==> src/design/hps_pkg.sv <==
// Constants for the dual-slot hot-plug fault and status logic.
// Assumes one system clock; pin inputs are synchronised before use.
// Behaviour
// - Slot trip pulls its fault pin low
// - Main enable low releases main fault
// - Aux enable low releases aux fault
// - Both faults need both enables low
// - Override low forces outputs, skips protections
// - Aux undervoltage lockout still enforced
// - Override releases power-good and fault pins
// - Registers keep fault and main-on state during override; power-good and aux output bits show the forced pins
// - Control bits disable either override input
// - Common status shows general inputs live
// - Address pins captured once after power-up
// - Interrupt low on fault unless masked
// - Echo write of fault bits clears interrupt
// - Main enable rising edge turns main on
// - Aux enable is level sensitive
// - Power-good only when on and delivering
package hps_pkg;

  localparam int unsigned HPS_DW     = 8;
  localparam int unsigned HPS_AW     = 3;
  localparam int unsigned HPS_SLOTS  = 2;
  localparam int unsigned HPS_SLOT_W = 11;
  localparam int unsigned HPS_SYNC_W = HPS_SLOTS * HPS_SLOT_W + 5;

  // Register indices
  localparam logic [2:0] HPS_REG_CONTROL = 3'h0;
  localparam logic [2:0] HPS_REG_COMMON  = 3'h1;
  localparam logic [2:0] HPS_REG_SLOT_A  = 3'h2;
  localparam logic [2:0] HPS_REG_SLOT_B  = 3'h3;
  localparam logic [2:0] HPS_REG_IRQSTAT = 3'h4;
  localparam logic [2:0] HPS_REG_IRQMASK = 3'h5;
  localparam logic [2:0] HPS_REG_ADDR    = 3'h6;

  // Control register fields
  localparam int unsigned HPS_CTRL_OVD_A = 2;
  localparam int unsigned HPS_CTRL_OVD_B = 3;

  // Common status fields
  localparam int unsigned HPS_CS_FLT_A = 0;
  localparam int unsigned HPS_CS_FLT_B = 1;
  localparam int unsigned HPS_CS_MASK  = 3;
  localparam int unsigned HPS_CS_GPA   = 4;
  localparam int unsigned HPS_CS_GPB   = 5;

  // Slot status fields
  localparam int unsigned HPS_SS_MAIN_FLT = 0;
  localparam int unsigned HPS_SS_AUX_FLT  = 1;

  // Reset values
  localparam logic [7:0] HPS_CTRL_RST    = 8'h00;
  localparam logic       HPS_MASKBIT_RST = 1'b0;
  localparam logic [3:0] HPS_IRQEN_RST   = 4'hF;
  localparam logic [2:0] HPS_ADDR_RST    = 3'h7;

  // Synchroniser idle levels: both override pins released
  localparam logic [HPS_SYNC_W-1:0] HPS_SYNC_RST = 27'h0002004;

  // Cycles after reset before the address pins are sampled
  localparam logic [1:0] HPS_ADDR_CAP_DLY = 2'h2;

endpackage : hps_pkg

==> src/design/hps_slot.sv <==
// One slot: enable, fault latch, override and power-good logic.
// Assumes all inputs are already synchronous to clk_sys.
`timescale 1ns/10ps
`default_nettype none
module hps_slot
  import hps_pkg::*;
(
  input  wire logic clk_sys,
  input  wire logic sys_rst,
  input  wire logic ce,
  input  wire logic mainEn,
  input  wire logic aux_enable,
  input  wire logic overrideN,
  input  wire logic overrideDis,
  input  wire logic mainOc,
  input  wire logic mainUv,
  input  wire logic mainOt,
  input  wire logic auxOc,
  input  wire logic auxOt,
  input  wire logic auxUvlo,
  input  wire logic mainPwrOk,
  input  wire logic auxPwrOk,
  output var  logic mainOut_r,
  output var  logic auxOut_r,
  output var  logic faultN_r,
  output var  logic powerGoodN_r,
  output var  logic mainOn_r,
  output var  logic auxOn_r,
  output var  logic mainFault_r,
  output var  logic auxFault_r,
  output var  logic forceOn_r,
  output var  logic mainFaultEv_r,
  output var  logic auxFaultEv_r
);

  logic mainEnD_r;
  logic forceAct;
  logic mainTrip;
  logic auxTrip;

  assign forceAct = ~overrideN & ~overrideDis;
  assign mainTrip = mainOn_r & (mainOc | mainUv | mainOt) & ~forceAct;
  assign auxTrip  = auxOn_r & (auxOc | auxOt) & ~forceAct;

  always_ff @(posedge clk_sys) begin
    if (sys_rst) begin
      mainEnD_r <= 1'b0;
    end else if (ce) begin
      mainEnD_r <= mainEn;
    end
  end

  always_ff @(posedge clk_sys) begin
    if (sys_rst) begin
      mainOn_r <= 1'b0;
    end else if (ce) begin
      if (!mainEn || mainTrip) begin
        mainOn_r <= 1'b0;
      end else if (!mainEnD_r && !mainFault_r && !mainUv) begin
        mainOn_r <= 1'b1;
      end
    end
  end

  always_ff @(posedge clk_sys) begin
    if (sys_rst) begin
      mainFault_r <= 1'b0;
    end else if (ce) begin
      if (mainTrip) begin
        mainFault_r <= 1'b1;
      end else if (!mainEn) begin
        mainFault_r <= 1'b0;
      end
    end
  end

  always_ff @(posedge clk_sys) begin
    if (sys_rst) begin
      auxFault_r <= 1'b0;
    end else if (ce) begin
      if (auxTrip) begin
        auxFault_r <= 1'b1;
      end else if (!aux_enable) begin
        auxFault_r <= 1'b0;
      end
    end
  end

  always_ff @(posedge clk_sys) begin
    if (sys_rst) begin
      auxOn_r <= 1'b0;
    end else if (ce) begin
      auxOn_r <= aux_enable & ~auxUvlo & ~auxFault_r & ~auxTrip;
    end
  end

  always_ff @(posedge clk_sys) begin
    if (sys_rst) begin
      mainOut_r     <= 1'b0;
      auxOut_r      <= 1'b0;
      faultN_r      <= 1'b1;
      powerGoodN_r  <= 1'b1;
      forceOn_r     <= 1'b0;
      mainFaultEv_r <= 1'b0;
      auxFaultEv_r  <= 1'b0;
    end else if (ce) begin
      mainOut_r <= forceAct | mainOn_r;
      auxOut_r  <= (forceAct | auxOn_r) & ~auxUvlo;
      faultN_r  <= forceAct | ~(mainFault_r | auxFault_r);
      powerGoodN_r <= forceAct |
        ~(mainOn_r & auxOn_r & mainPwrOk & auxPwrOk);
      forceOn_r     <= forceAct;
      mainFaultEv_r <= mainTrip & ~mainFault_r;
      auxFaultEv_r  <= auxTrip & ~auxFault_r;
    end
  end

endmodule // hps_slot
`default_nettype wire

==> src/design/hps_sync.sv <==
// Two-stage synchroniser for a vector of pin inputs.
// Assumes inputs are asynchronous to clk_sys.
`timescale 1ns/10ps
`default_nettype none
module hps_sync
  import hps_pkg::*;
#(
  parameter int unsigned W       = 1,
  parameter logic [W-1:0] RST_VAL = '0
) (
  input  wire logic         clk_sys,
  input  wire logic         sys_rst,
  input  wire logic         ce,
  input  wire logic [W-1:0] d,
  output var  logic [W-1:0] q
);

  logic [W-1:0] stage1_r;

  always_ff @(posedge clk_sys) begin
    if (sys_rst) begin
      stage1_r <= RST_VAL;
      q        <= RST_VAL;
    end else if (ce) begin
      stage1_r <= d;
      q        <= stage1_r;
    end
  end

endmodule // hps_sync
`default_nettype wire

==> src/design/hps_top.sv <==
// Top of the dual-slot fault, override and interrupt logic.
// Assumes pins are asynchronous and a plain register port on clk_sys.
`timescale 1ns/10ps
`default_nettype none
module hps_top
  import hps_pkg::*;
(
  input  wire logic              clk_sys,
  input  wire logic              sys_rst,
  input  wire logic              ce,
  input  wire logic              slot_a_main_enable,
  input  wire logic              slot_a_aux_enable,
  input  wire logic              slot_a_override_n,
  input  wire logic              slot_a_main_oc,
  input  wire logic              slot_a_main_uv,
  input  wire logic              slot_a_main_ot,
  input  wire logic              slot_a_aux_oc,
  input  wire logic              slot_a_aux_ot,
  input  wire logic              slot_a_aux_undervoltage_lockout,
  input  wire logic              slot_a_main_pwr_ok,
  input  wire logic              slot_a_aux_pwr_ok,
  input  wire logic              slot_b_main_enable,
  input  wire logic              slot_b_aux_enable,
  input  wire logic              slot_b_override_n,
  input  wire logic              slot_b_main_oc,
  input  wire logic              slot_b_main_uv,
  input  wire logic              slot_b_main_ot,
  input  wire logic              slot_b_aux_oc,
  input  wire logic              slot_b_aux_ot,
  input  wire logic              slot_b_aux_undervoltage_lockout,
  input  wire logic              slot_b_main_pwr_ok,
  input  wire logic              slot_b_aux_pwr_ok,
  input  wire logic              gp_input_a,
  input  wire logic              gp_input_b,
  input  wire logic              addr_sel_2,
  input  wire logic              addr_sel_1,
  input  wire logic              addr_sel_0,
  input  wire logic [HPS_AW-1:0] regAddr,
  input  wire logic [HPS_DW-1:0] regWdata,
  input  wire logic              regWr,
  input  wire logic              regRd,
  output var  logic [HPS_DW-1:0] regRdata,
  output var  logic              slot_a_fault_n,
  output var  logic              slot_b_fault_n,
  output var  logic              slot_a_power_good_n,
  output var  logic              slot_b_power_good_n,
  output var  logic              slot_a_main_output,
  output var  logic              slot_b_main_output,
  output var  logic              slot_a_aux_output,
  output var  logic              slot_b_aux_output,
  output var  logic              irq_n,
  output var  logic [2:0]        busBaseAddr
);

  function automatic logic regHit(input logic [HPS_AW-1:0] a,
                                  input logic [HPS_AW-1:0] off);
    regHit = (a == off);
  endfunction

  logic [HPS_SYNC_W-1:0] pinRaw;
  logic [HPS_SYNC_W-1:0] pinSync;
  logic [HPS_SLOT_W-1:0] slotPin [HPS_SLOTS];

  logic [HPS_SLOTS-1:0]  mainOut;
  logic [HPS_SLOTS-1:0]  auxOut;
  logic [HPS_SLOTS-1:0]  faultN;
  logic [HPS_SLOTS-1:0]  pgN;
  logic [HPS_SLOTS-1:0]  mainOn;
  logic [HPS_SLOTS-1:0]  auxOn;
  logic [HPS_SLOTS-1:0]  mainFault;
  logic [HPS_SLOTS-1:0]  auxFault;
  logic [HPS_SLOTS-1:0]  forceOn;
  logic [HPS_SLOTS-1:0]  mainEv;
  logic [HPS_SLOTS-1:0]  auxEv;
  logic [HPS_SLOTS-1:0]  ovDis;

  logic [HPS_DW-1:0]     control_reg_r;
  logic                  irq_mask_bit_r;
  logic [3:0]            irqStat_r;
  logic [3:0]            irqStat_nxt;
  logic [3:0]            irqEn_r;
  logic [3:0]            irqSet;
  logic [3:0]            irqClr;
  logic [2:0]            baseAddr_r;
  logic [1:0]            capCnt_r;
  logic                  captured_r;
  logic [HPS_DW-1:0]     rdMux;
  logic [HPS_DW-1:0]     slotStat [HPS_SLOTS];
  logic                  gpA;
  logic                  gpB;
  logic [2:0]            addrPins;

  assign pinRaw = {
    gp_input_b, gp_input_a, addr_sel_2, addr_sel_1, addr_sel_0,
    slot_b_aux_pwr_ok, slot_b_main_pwr_ok, slot_b_aux_undervoltage_lockout,
    slot_b_aux_ot, slot_b_aux_oc, slot_b_main_ot, slot_b_main_uv,
    slot_b_main_oc, slot_b_override_n, slot_b_aux_enable,
    slot_b_main_enable,
    slot_a_aux_pwr_ok, slot_a_main_pwr_ok, slot_a_aux_undervoltage_lockout,
    slot_a_aux_ot, slot_a_aux_oc, slot_a_main_ot, slot_a_main_uv,
    slot_a_main_oc, slot_a_override_n, slot_a_aux_enable,
    slot_a_main_enable
  };

  // Reset to idle pin levels so no false override follows reset
  hps_sync #(
    .W       (HPS_SYNC_W),
    .RST_VAL (HPS_SYNC_RST)
  ) u_sync (
    .clk_sys (clk_sys),
    .sys_rst (sys_rst),
    .ce      (ce),
    .d       (pinRaw),
    .q       (pinSync)
  );

  assign addrPins = pinSync[HPS_SLOTS*HPS_SLOT_W +: 3];
  assign gpA      = pinSync[HPS_SLOTS*HPS_SLOT_W + 3];
  assign gpB      = pinSync[HPS_SLOTS*HPS_SLOT_W + 4];
  assign ovDis    = {control_reg_r[HPS_CTRL_OVD_B],
                     control_reg_r[HPS_CTRL_OVD_A]};

  for (genvar s = 0; s < HPS_SLOTS; s++) begin : g_slot
    assign slotPin[s] = pinSync[s*HPS_SLOT_W +: HPS_SLOT_W];

    hps_slot u_slot (
      .clk_sys       (clk_sys),
      .sys_rst       (sys_rst),
      .ce            (ce),
      .mainEn        (slotPin[s][0]),
      .aux_enable         (slotPin[s][1]),
      .overrideN     (slotPin[s][2]),
      .overrideDis   (ovDis[s]),
      .mainOc        (slotPin[s][3]),
      .mainUv        (slotPin[s][4]),
      .mainOt        (slotPin[s][5]),
      .auxOc         (slotPin[s][6]),
      .auxOt         (slotPin[s][7]),
      .auxUvlo       (slotPin[s][8]),
      .mainPwrOk     (slotPin[s][9]),
      .auxPwrOk      (slotPin[s][10]),
      .mainOut_r     (mainOut[s]),
      .auxOut_r      (auxOut[s]),
      .faultN_r      (faultN[s]),
      .powerGoodN_r  (pgN[s]),
      .mainOn_r      (mainOn[s]),
      .auxOn_r       (auxOn[s]),
      .mainFault_r   (mainFault[s]),
      .auxFault_r    (auxFault[s]),
      .forceOn_r     (forceOn[s]),
      .mainFaultEv_r (mainEv[s]),
      .auxFaultEv_r  (auxEv[s])
    );

    assign slotStat[s] = {
      (slotPin[s][6] | slotPin[s][7]),
      (slotPin[s][3] | slotPin[s][4] | slotPin[s][5]),
      ~pgN[s], forceOn[s], auxOut[s], mainOn[s],
      auxFault[s], mainFault[s]
    };

    assign irqSet[2*s]   = mainEv[s];
    assign irqSet[2*s+1] = auxEv[s];
  end

  assign slot_a_fault_n      = faultN[0];
  assign slot_b_fault_n      = faultN[1];
  assign slot_a_power_good_n = pgN[0];
  assign slot_b_power_good_n = pgN[1];
  assign slot_a_main_output  = mainOut[0];
  assign slot_b_main_output  = mainOut[1];
  assign slot_a_aux_output   = auxOut[0];
  assign slot_b_aux_output   = auxOut[1];
  assign busBaseAddr         = baseAddr_r;

  always_ff @(posedge clk_sys) begin
    if (sys_rst) begin
      capCnt_r   <= 2'h0;
      captured_r <= 1'b0;
      baseAddr_r <= HPS_ADDR_RST;
    end else if (ce && !captured_r) begin
      if (capCnt_r == HPS_ADDR_CAP_DLY) begin
        captured_r <= 1'b1;
        baseAddr_r <= addrPins;
      end else begin
        capCnt_r <= capCnt_r + 2'h1;
      end
    end
  end

  always_ff @(posedge clk_sys) begin
    if (sys_rst) begin
      control_reg_r <= HPS_CTRL_RST;
    end else if (ce && regWr && regHit(regAddr, HPS_REG_CONTROL)) begin
      control_reg_r <= regWdata;
    end
  end

  always_ff @(posedge clk_sys) begin
    if (sys_rst) begin
      irq_mask_bit_r <= HPS_MASKBIT_RST;
      irqEn_r        <= HPS_IRQEN_RST;
    end else if (ce && regWr) begin
      if (regHit(regAddr, HPS_REG_COMMON)) begin
        irq_mask_bit_r <= regWdata[HPS_CS_MASK];
      end
      if (regHit(regAddr, HPS_REG_IRQMASK)) begin
        irqEn_r <= regWdata[3:0];
      end
    end
  end

  always_comb begin
    irqClr = 4'h0;
    if (regWr) begin
      if (regHit(regAddr, HPS_REG_IRQSTAT)) begin
        irqClr = regWdata[3:0];
      end
      if (regHit(regAddr, HPS_REG_SLOT_A)) begin
        irqClr[0] = regWdata[HPS_SS_MAIN_FLT];
        irqClr[1] = regWdata[HPS_SS_AUX_FLT];
      end
      if (regHit(regAddr, HPS_REG_SLOT_B)) begin
        irqClr[2] = regWdata[HPS_SS_MAIN_FLT];
        irqClr[3] = regWdata[HPS_SS_AUX_FLT];
      end
      if (regHit(regAddr, HPS_REG_COMMON)) begin
        irqClr[1:0] = {2{regWdata[HPS_CS_FLT_A]}};
        irqClr[3:2] = {2{regWdata[HPS_CS_FLT_B]}};
      end
    end
    // Set wins over clear
    irqStat_nxt = (irqStat_r & ~irqClr) | irqSet;
  end

  always_ff @(posedge clk_sys) begin
    if (sys_rst) begin
      irqStat_r <= 4'h0;
    end else if (ce) begin
      irqStat_r <= irqStat_nxt;
    end
  end

  always_ff @(posedge clk_sys) begin
    if (sys_rst) begin
      irq_n <= 1'b1;
    end else if (ce) begin
      irq_n <= ~((|(irqStat_r & irqEn_r)) & ~irq_mask_bit_r);
    end
  end

  always_comb begin
    rdMux = 8'h00;
    case (regAddr)
      HPS_REG_CONTROL: rdMux = control_reg_r;
      HPS_REG_COMMON: begin
        rdMux[HPS_CS_FLT_A] = |irqStat_r[1:0];
        rdMux[HPS_CS_FLT_B] = |irqStat_r[3:2];
        rdMux[HPS_CS_MASK]  = irq_mask_bit_r;
        rdMux[HPS_CS_GPA]   = gpA;
        rdMux[HPS_CS_GPB]   = gpB;
      end
      HPS_REG_SLOT_A:  rdMux = slotStat[0];
      HPS_REG_SLOT_B:  rdMux = slotStat[1];
      HPS_REG_IRQSTAT: rdMux = {4'h0, irqStat_r};
      HPS_REG_IRQMASK: rdMux = {4'h0, irqEn_r};
      HPS_REG_ADDR:    rdMux = {5'h00, baseAddr_r};
      default:         rdMux = 8'h00;
    endcase
  end

  always_ff @(posedge clk_sys) begin
    if (sys_rst) begin
      regRdata <= 8'h00;
    end else if (ce) begin
      regRdata <= regRd ? rdMux : 8'h00;
    end
  end

endmodule // hps_top
`default_nettype wire

==> config.mk <==
export PLATFORM = sky130hd
export DESIGN_NAME = hps_top
export DESIGN_NICKNAME = d
export VERILOG_FILES = /design/src/design/hps_pkg.sv /design/src/design/hps_slot.sv /design/src/design/hps_sync.sv /design/src/design/hps_top.sv
export SDC_FILE = /design/constraint.sdc
export NUM_CORES = 1
export LEC_CHECK = 0
export BUFFER_PORTS_ARGS = -buffer_cell sky130_fd_sc_hd__buf_4
export CORE_ASPECT_RATIO = 1.4
export CORE_MARGIN = 2
export CORE_UTILIZATION = 57
export DETAILED_ROUTE_END_ITERATION = 6
export GPL_TIMING_DRIVEN = 1
export PLACE_DENSITY = 0.79
export SYNTH_ARGS = -nofsm -noshare
export SYNTH_HDL_FRONTEND = slang
export SYNTH_SLANG_ARGS = --single-unit
==> constraint.sdc <==
create_clock -name clk_sys -period 1.5 [get_ports clk_sys]
set_clock_uncertainty 0.05 [all_clocks]
set_input_delay 0.3 -clock clk_sys [delete_from_list [all_inputs] [get_ports clk_sys]]
set_output_delay 0.3 -clock clk_sys [all_outputs]
set_load 0.01 [all_outputs]
# ---- Yosys cells after proc, flatten, opt, wreduce, memory -nomap -nowiden
# Index checks and enable logic that the tools add are counted.
# Widths: inputs -> output; s select.
dict set report word_totals {
  register_bits 110
  inputBits 43
  output_inout_bits 20
  elab_cells 175
}
dict set report classes {
  addsub 1
  eq_ne 11
  n_mux 22
  bitwise 72
  reduce_logical 34
}
# op n
set op_table {}
lappend op_table {{$and 1x1->1} 29}
lappend op_table {{$not 1->1} 23}
lappend op_table {{$reduce_and 2->1} 10}
lappend op_table {{$pmux 3 s6} 1}
lappend op_table {{$or 1x1->1} 16}
lappend op_table {{$pmux 2 s7} 1}
lappend op_table {{$mux 1} 12}
lappend op_table {{$mux 4} 3}
lappend op_table {{$eq 3x3->1 const B} 3}
lappend op_table {{$logic_not 1->1} 9}
lappend op_table {{$and 4x4->4} 2}
lappend op_table {{$mux 8} 1}
lappend op_table {{$ne 2x1->1 const B} 4}
lappend op_table {{$logic_and 1x1->1} 7}
lappend op_table {{$eq 3x2->1 const B} 2}
lappend op_table {{$pmux 1 s6} 1}
lappend op_table {{$pmux 2 s3} 1}
lappend op_table {{$mux 2} 2}
lappend op_table {{$not 4->4} 1}
lappend op_table {{$or 4x4->4} 1}
lappend op_table {{$reduce_bool 2->1} 2}
lappend op_table {{$reduce_or 2->1} 2}
lappend op_table {{$reduce_or 4->1} 1}
lappend op_table {{$eq 3x1->1 const B} 1}
lappend op_table {{other kinds (4)} 5}

# ---- Logic depth before layout (Yosys ltp)
dict set report logic_depth {
  ltp_word 8
  mapped_depth 6
  mapped_depth_nobuf 5
}

# ---- Hierarchy
# Synthesis repeated with hierarchy kept, for this count alone.
dict set report unflattened {
  hier_cells 488
  hier_area_um2 4697.0
}
# module instances cells_per_inst area_per_inst_um2 seq_area_each_um2
set by_module_without_submodules {}
lappend by_module_without_submodules {hps_sync 1 174 1940.6 1081.0}
lappend by_module_without_submodules {hps_top 1 198 1775.5 640.6}
lappend by_module_without_submodules {hps_slot 2 58 490.5 240.2}

# ---- Least setup slack after synthesis
# Ideal clock, no wire load.
dict set report synth_timing {
  path_type {input to register}
  from {input regAddr[2]}
  to {register regRdata[1]}
  setup_time_ns 0.117
  arrival_ns 1.200
  required_time_ns 1.333
  slack_ns 0.133
  path_stages 5
  path_buffers 1
  path_cell_list {buf_6 or3_1 a32oi_1 o221ai_1 a22o_1}
}
dict set report synth_via {
  elab_chain_cells 3
  word_cells_on_any_way 9
  classes_between {eq/ne: 6; mux: 2; reduce/logical: 1}
}
# element line
set synth_rtl {}
lappend synth_rtl {{start, declared} hps_top.sv:38} ;# input wire logic [HPS_AW-1:0] regAddr,
lappend synth_rtl {{$eq 3x3->1, or another cell as far along} hps_top.sv:254} ;# case (regAddr)
lappend synth_rtl {{$pmux 2 s7 *} hps_top.sv:254}
lappend synth_rtl {{$mux 8 *} hps_top.sv:276} ;# regRdata <= regRd ? rdMux : 8'h00;
lappend synth_rtl {{end signal, assigned} hps_top.sv:276}
lappend synth_rtl {{end, declared} hps_top.sv:42} ;# output var logic [HPS_DW-1:0] regRdata,
# Every way passes the cells marked *; elsewhere a longest branch is shown, timed or not.
# A chain may end at the register's enable or synchronous reset.

# ---- Worst setup path in the final report
dict set report layout_timing {
  from {register irqStat_r[2]}
  to {register regRdata[1]}
}
dict set report layout_via {
  elab_chain_cells 3
}
# element line
set layout_rtl {}
lappend layout_rtl {{start, declared} hps_top.sv:79} ;# logic [3:0] irqStat_r;
lappend layout_rtl {{start signal, assigned} hps_top.sv:240} ;# irqStat_r <= irqStat_nxt;
lappend layout_rtl {{$reduce_or 2->1} hps_top.sv:258} ;# rdMux[HPS_CS_FLT_B] = |irqStat_r[3:2];
lappend layout_rtl {{$pmux 2 s7} hps_top.sv:254}
lappend layout_rtl {{$mux 8} hps_top.sv:276}
# Every way passes these cells.

==> load_flow_metrics.sql <==
INSERT INTO impl_metrics (metric_group, metric, value, unit) VALUES
('yosys', 'yosys.area.top_type_share', '48.1', '%'),
('detailed_routing', 'routed-wl-met3', '419', 'microns'),
('min_path', 'worstHoldPathType', 'in2reg', ''),
('detailed_routing', 'antenna_left', '0', ''),
('timing', 'worst-slew-pin-transition', '383', 'ps'),
('clock_tree', 'clockRootBuffer', 'sky130_fd_sc_hd__clkbuf_8', ''),
('yosys', 'yosysWarnings', '0', ''),
('floorplanning', 'core.rowCount', '38', ''),
('placement', 'globalplace.congestion', '0.969', ''),
('timing', 'fin_hold_viols', '0', ''),
('power_and_ir_drop', 'leakage', '0.00232', 'uW'),
('detailed_routing', 'iter_0_drt_violations', '154', ''),
('timing', 'worst_slew_margin_rel', '74.4', '%'),
('grt', 'gr-total-overflow', '0', ''),
('flow_run', 'max_cap_violations', '0', ''),
('final_layout', 'synthToLayoutAreaGrowth', '19.9', '%'),
('grt', 'antenna_violations_before_repair', '0', ''),
('detailed_routing', 'met2RoutedLength', '5.76', 'mm'),
('final_layout', 'num_antenna_cells', '0', ''),
('detailed_routing', 'final_wl', '11.0', 'mm'),
('clock_tree', 'clkTransAtPathRegs', '100', 'ps'),
('timing', 'rsz0062_at_grt', 'no', ''),
('worst_setup_path', 'startpoint_type', 'register', ''),
('detailed_routing', 'top_layer', 'met4', ''),
('timing', 'fin_crit', '1460', 'ps'),
('timing', 'setup-violations-final', '0', ''),
('detailed_routing', 'vias', '3692', ''),
('clock_tree', 'cts_tree', 'yes', ''),
('final_layout', 'fillers', '613', ''),
('clock_tree', 'cts_inserted_buffers', '9', ''),
('grt', 'first_global_vias', '3614', ''),
('placement', 'dpl_worst_slack', '-125', 'ps'),
('status', 'result_of_the_run', 'complete, no violations', ''),
('floorplanning', 'num_io_pins', '63', ''),
('placement', 'numPlacedInstances', '642', ''),
('timing', 'report.final.slew_viol_count', '0', ''),
('power_and_ir_drop', 'power.density_cell_area', '986', 'nW/um^2'),
('yosys', 'synth_largest_area_cell', 'sky130_fd_sc_hd__dfxtp_1', ''),
('final_layout', 'drive_gt1_share', '23.0', '%'),
('detailed_routing', 'post_drt_via_cell_ratio', '5.62', ''),
('clock_tree', 'cts.path.max_buffers', '2', ''),
('detailed_routing', 'drtPass1Iterations', '4', ''),
('clock_tree', 'cts_num_sinks', '110', ''),
('timing', 'layout_worst_path_cycle_share', '97.1', '%'),
('worst_setup_path', 'timing_worst_setup_path_type', 'reg2reg', ''),
('detailed_routing', 'average_wire_per_standard_cell', '16.7', 'microns'),
('placement', 'dp_hpwl', '8.26', 'mm'),
('detailed_routing', 'route.detailed.drc', '0', ''),
('final_layout', 'layout.cell_area.non_filler', '5490', 'sq um'),
('timing', 'finalWorstSetupSlack', '43.3', 'ps'),
('worst_setup_path', 'required', '1720', 'ps'),
('yosys', 'ys_ff_latch', '110', ''),
('clock_tree', 'post_cts_resized', '0', ''),
('yosys', 'post_synth_instance_area', '4580', 'sq um'),
('clock_tree', 'clock_insertion_delay_worst_skew', '370', 'ps'),
('timing', 'fin_hold_ws', '82.0', 'ps'),
('power_and_ir_drop', 'vdd_ir_drop_max', '0.000927', 'V'),
('yosys', 'synthFlopType', 'sky130_fd_sc_hd__dfxtp_1', ''),
('floorplanning', 'floorplan.die.width', '79.8', 'microns'),
('final_layout', 'finalNonFillerCells', '657', ''),
('clock_tree', 'cts_setup_buffers', '0', ''),
('final_layout', 'finish.net_count', '597', ''),
('clock_tree', 'cts_hold_buf', '0', ''),
('worst_setup_path', 'reg2reg_slack', '40', 'ps'),
('floorplanning', 'die_h', '110', 'microns'),
('grt', 'grt_first_pass_wirelength', '17.5', 'mm'),
('detailed_routing', 'drt-met1-wl', '4.53', 'mm'),
('floorplanning', 'core_region_area', '7800', 'sq um'),
('worst_setup_path', 'worst-path-max-fanout', '4', ''),
('grt', 'grt_start_max_net_pins', '46', ''),
('yosys', 'netlist_instances', '477', '');
[registers in the layout, summed over array words and instances, names as in the netlist, 3 cells and up]
name             cells
busBaseAddr          3
control_reg_r        8
irqEn_r              4
irqStat_r            4
regRdata             8
u_sync.q            27
u_sync.stage1_r     27
[worst max-delay path, cell delays in order, from the launching register on]
cell,delay (ps)
sky130_fd_sc_hd__dfxtp_1,360
sky130_fd_sc_hd__or3_1,350
sky130_fd_sc_hd__a32oi_1,190
sky130_fd_sc_hd__o221ai_1,180
sky130_fd_sc_hd__a22o_1,230
[Yosys cell counts, drive strengths merged, types with 2 or more instances]
library cell    n
o22ai           3
a22o            4
a211o          11
nand2          16
or2             4
o211ai          2
a32oi           4
nor3            8
nor4            4
nand4           4
a21oi          20
dfxtp         110
mux4            2
nand2b          7
mux2            2
clkbuf         13
and3            4
nand3b          2
and2b           2
or3             4
a211oi          4
a2bb2oi         2
a31oi           4
inv            10
nor2           92
mux2i          66
nor2b          14
nand3           6
o221ai          4
a22oi           3
buf            18
o21ai          13
[report_power, final]
group | leakage [uW] | total, uW | internal (uW) | switching [uW]
combinational | 0.00133 | 688 | 347 | 341
sequential | 0.000897 | 3120 | 3030 | 84.1
clock | 0.0000890 | 1610 | 621 | 989
total | 0.00232 | 5420 | 4000 | 1410
[layout by cell type, fill, tap and decap left out, drive strengths merged, types with 3 or more instances in the layout]
cell type / netlist / layout
dfxtp: 110 / 110
buf: 18 / 96
nor2: 92 / 92
mux2i: 66 / 66
a21oi: 20 / 20
nand2: 16 / 16
nor2b: 14 / 14
o21ai: 13 / 13
inv: 10 / 13
a211o: 11 / 11
clkbuf: 13 / 10
nor3: 8 / 8
nand2b: 7 / 7
nand3: 6 / 6
a32oi: 4 / 4
or3: 4 / 4
a22o: 4 / 4
a211oi: 4 / 4
and3: 4 / 4
a31oi: 4 / 4
o221ai: 4 / 4
nand4: 4 / 4
nor4: 4 / 4
or2: 4 / 4
o22ai: 3 / 3
a22oi: 3 / 3
[kinds of logic (layout without fill, tap and decap cells)]
logic type                 count (synthesis)  count (layout)  share of synthesized area, %
adders and majority gates                  1               1                         0.273
AOI/OAI and AO/OA                         84              84                          12.8
buffers and inverters                     41             121                          4.81
xor gates and xnor gates                   2               2                         0.546
DFF                                      110             110                          48.1
muxes                                     70              70                          15.9
and+or+nand+nor                          169             169                          17.6
[layout make-up]
cell class	count	area, sq um	area share [%]
timing repair buffer	96	796	14.5
inverter	10	37.5	0.683
sequential	110	2200	40.1
multi-input combinational	326	2160	39.4
clock buffer	10	128	2.32
tap	100	125	2.28
clock inverter	5	42.5	0.774
[layer usage]
layer,global-route usage [%],up-vias
met5,0,-
met4,9.32,0
li1,-,1828
met2,46.0,91
met1,31.2,1749
met3,4.89,24
[stage by stage]
stage               power, uW  setup TNS, ps
floorplan                3570              0
global placement         3850           -122
detailed placement       3870           -205
CTS                      5450              0
global route             5640              0
finish                   5420              0
[final timing paths]
path	start	endpoint	cells after the start
worst max-delay path	irqStat_r[2]	regRdata[1]	4
worst min-delay path	slot_b_override_n	u_sync.stage1_r[13]	2
worst max register to register	irqStat_r[2]	regRdata[1]	4
worst min register to register	g_slot[0].u_slot.auxFaultEv_r	irqStat_r[1]	2
No activity file was read; power rests on OpenSTA's default activity.
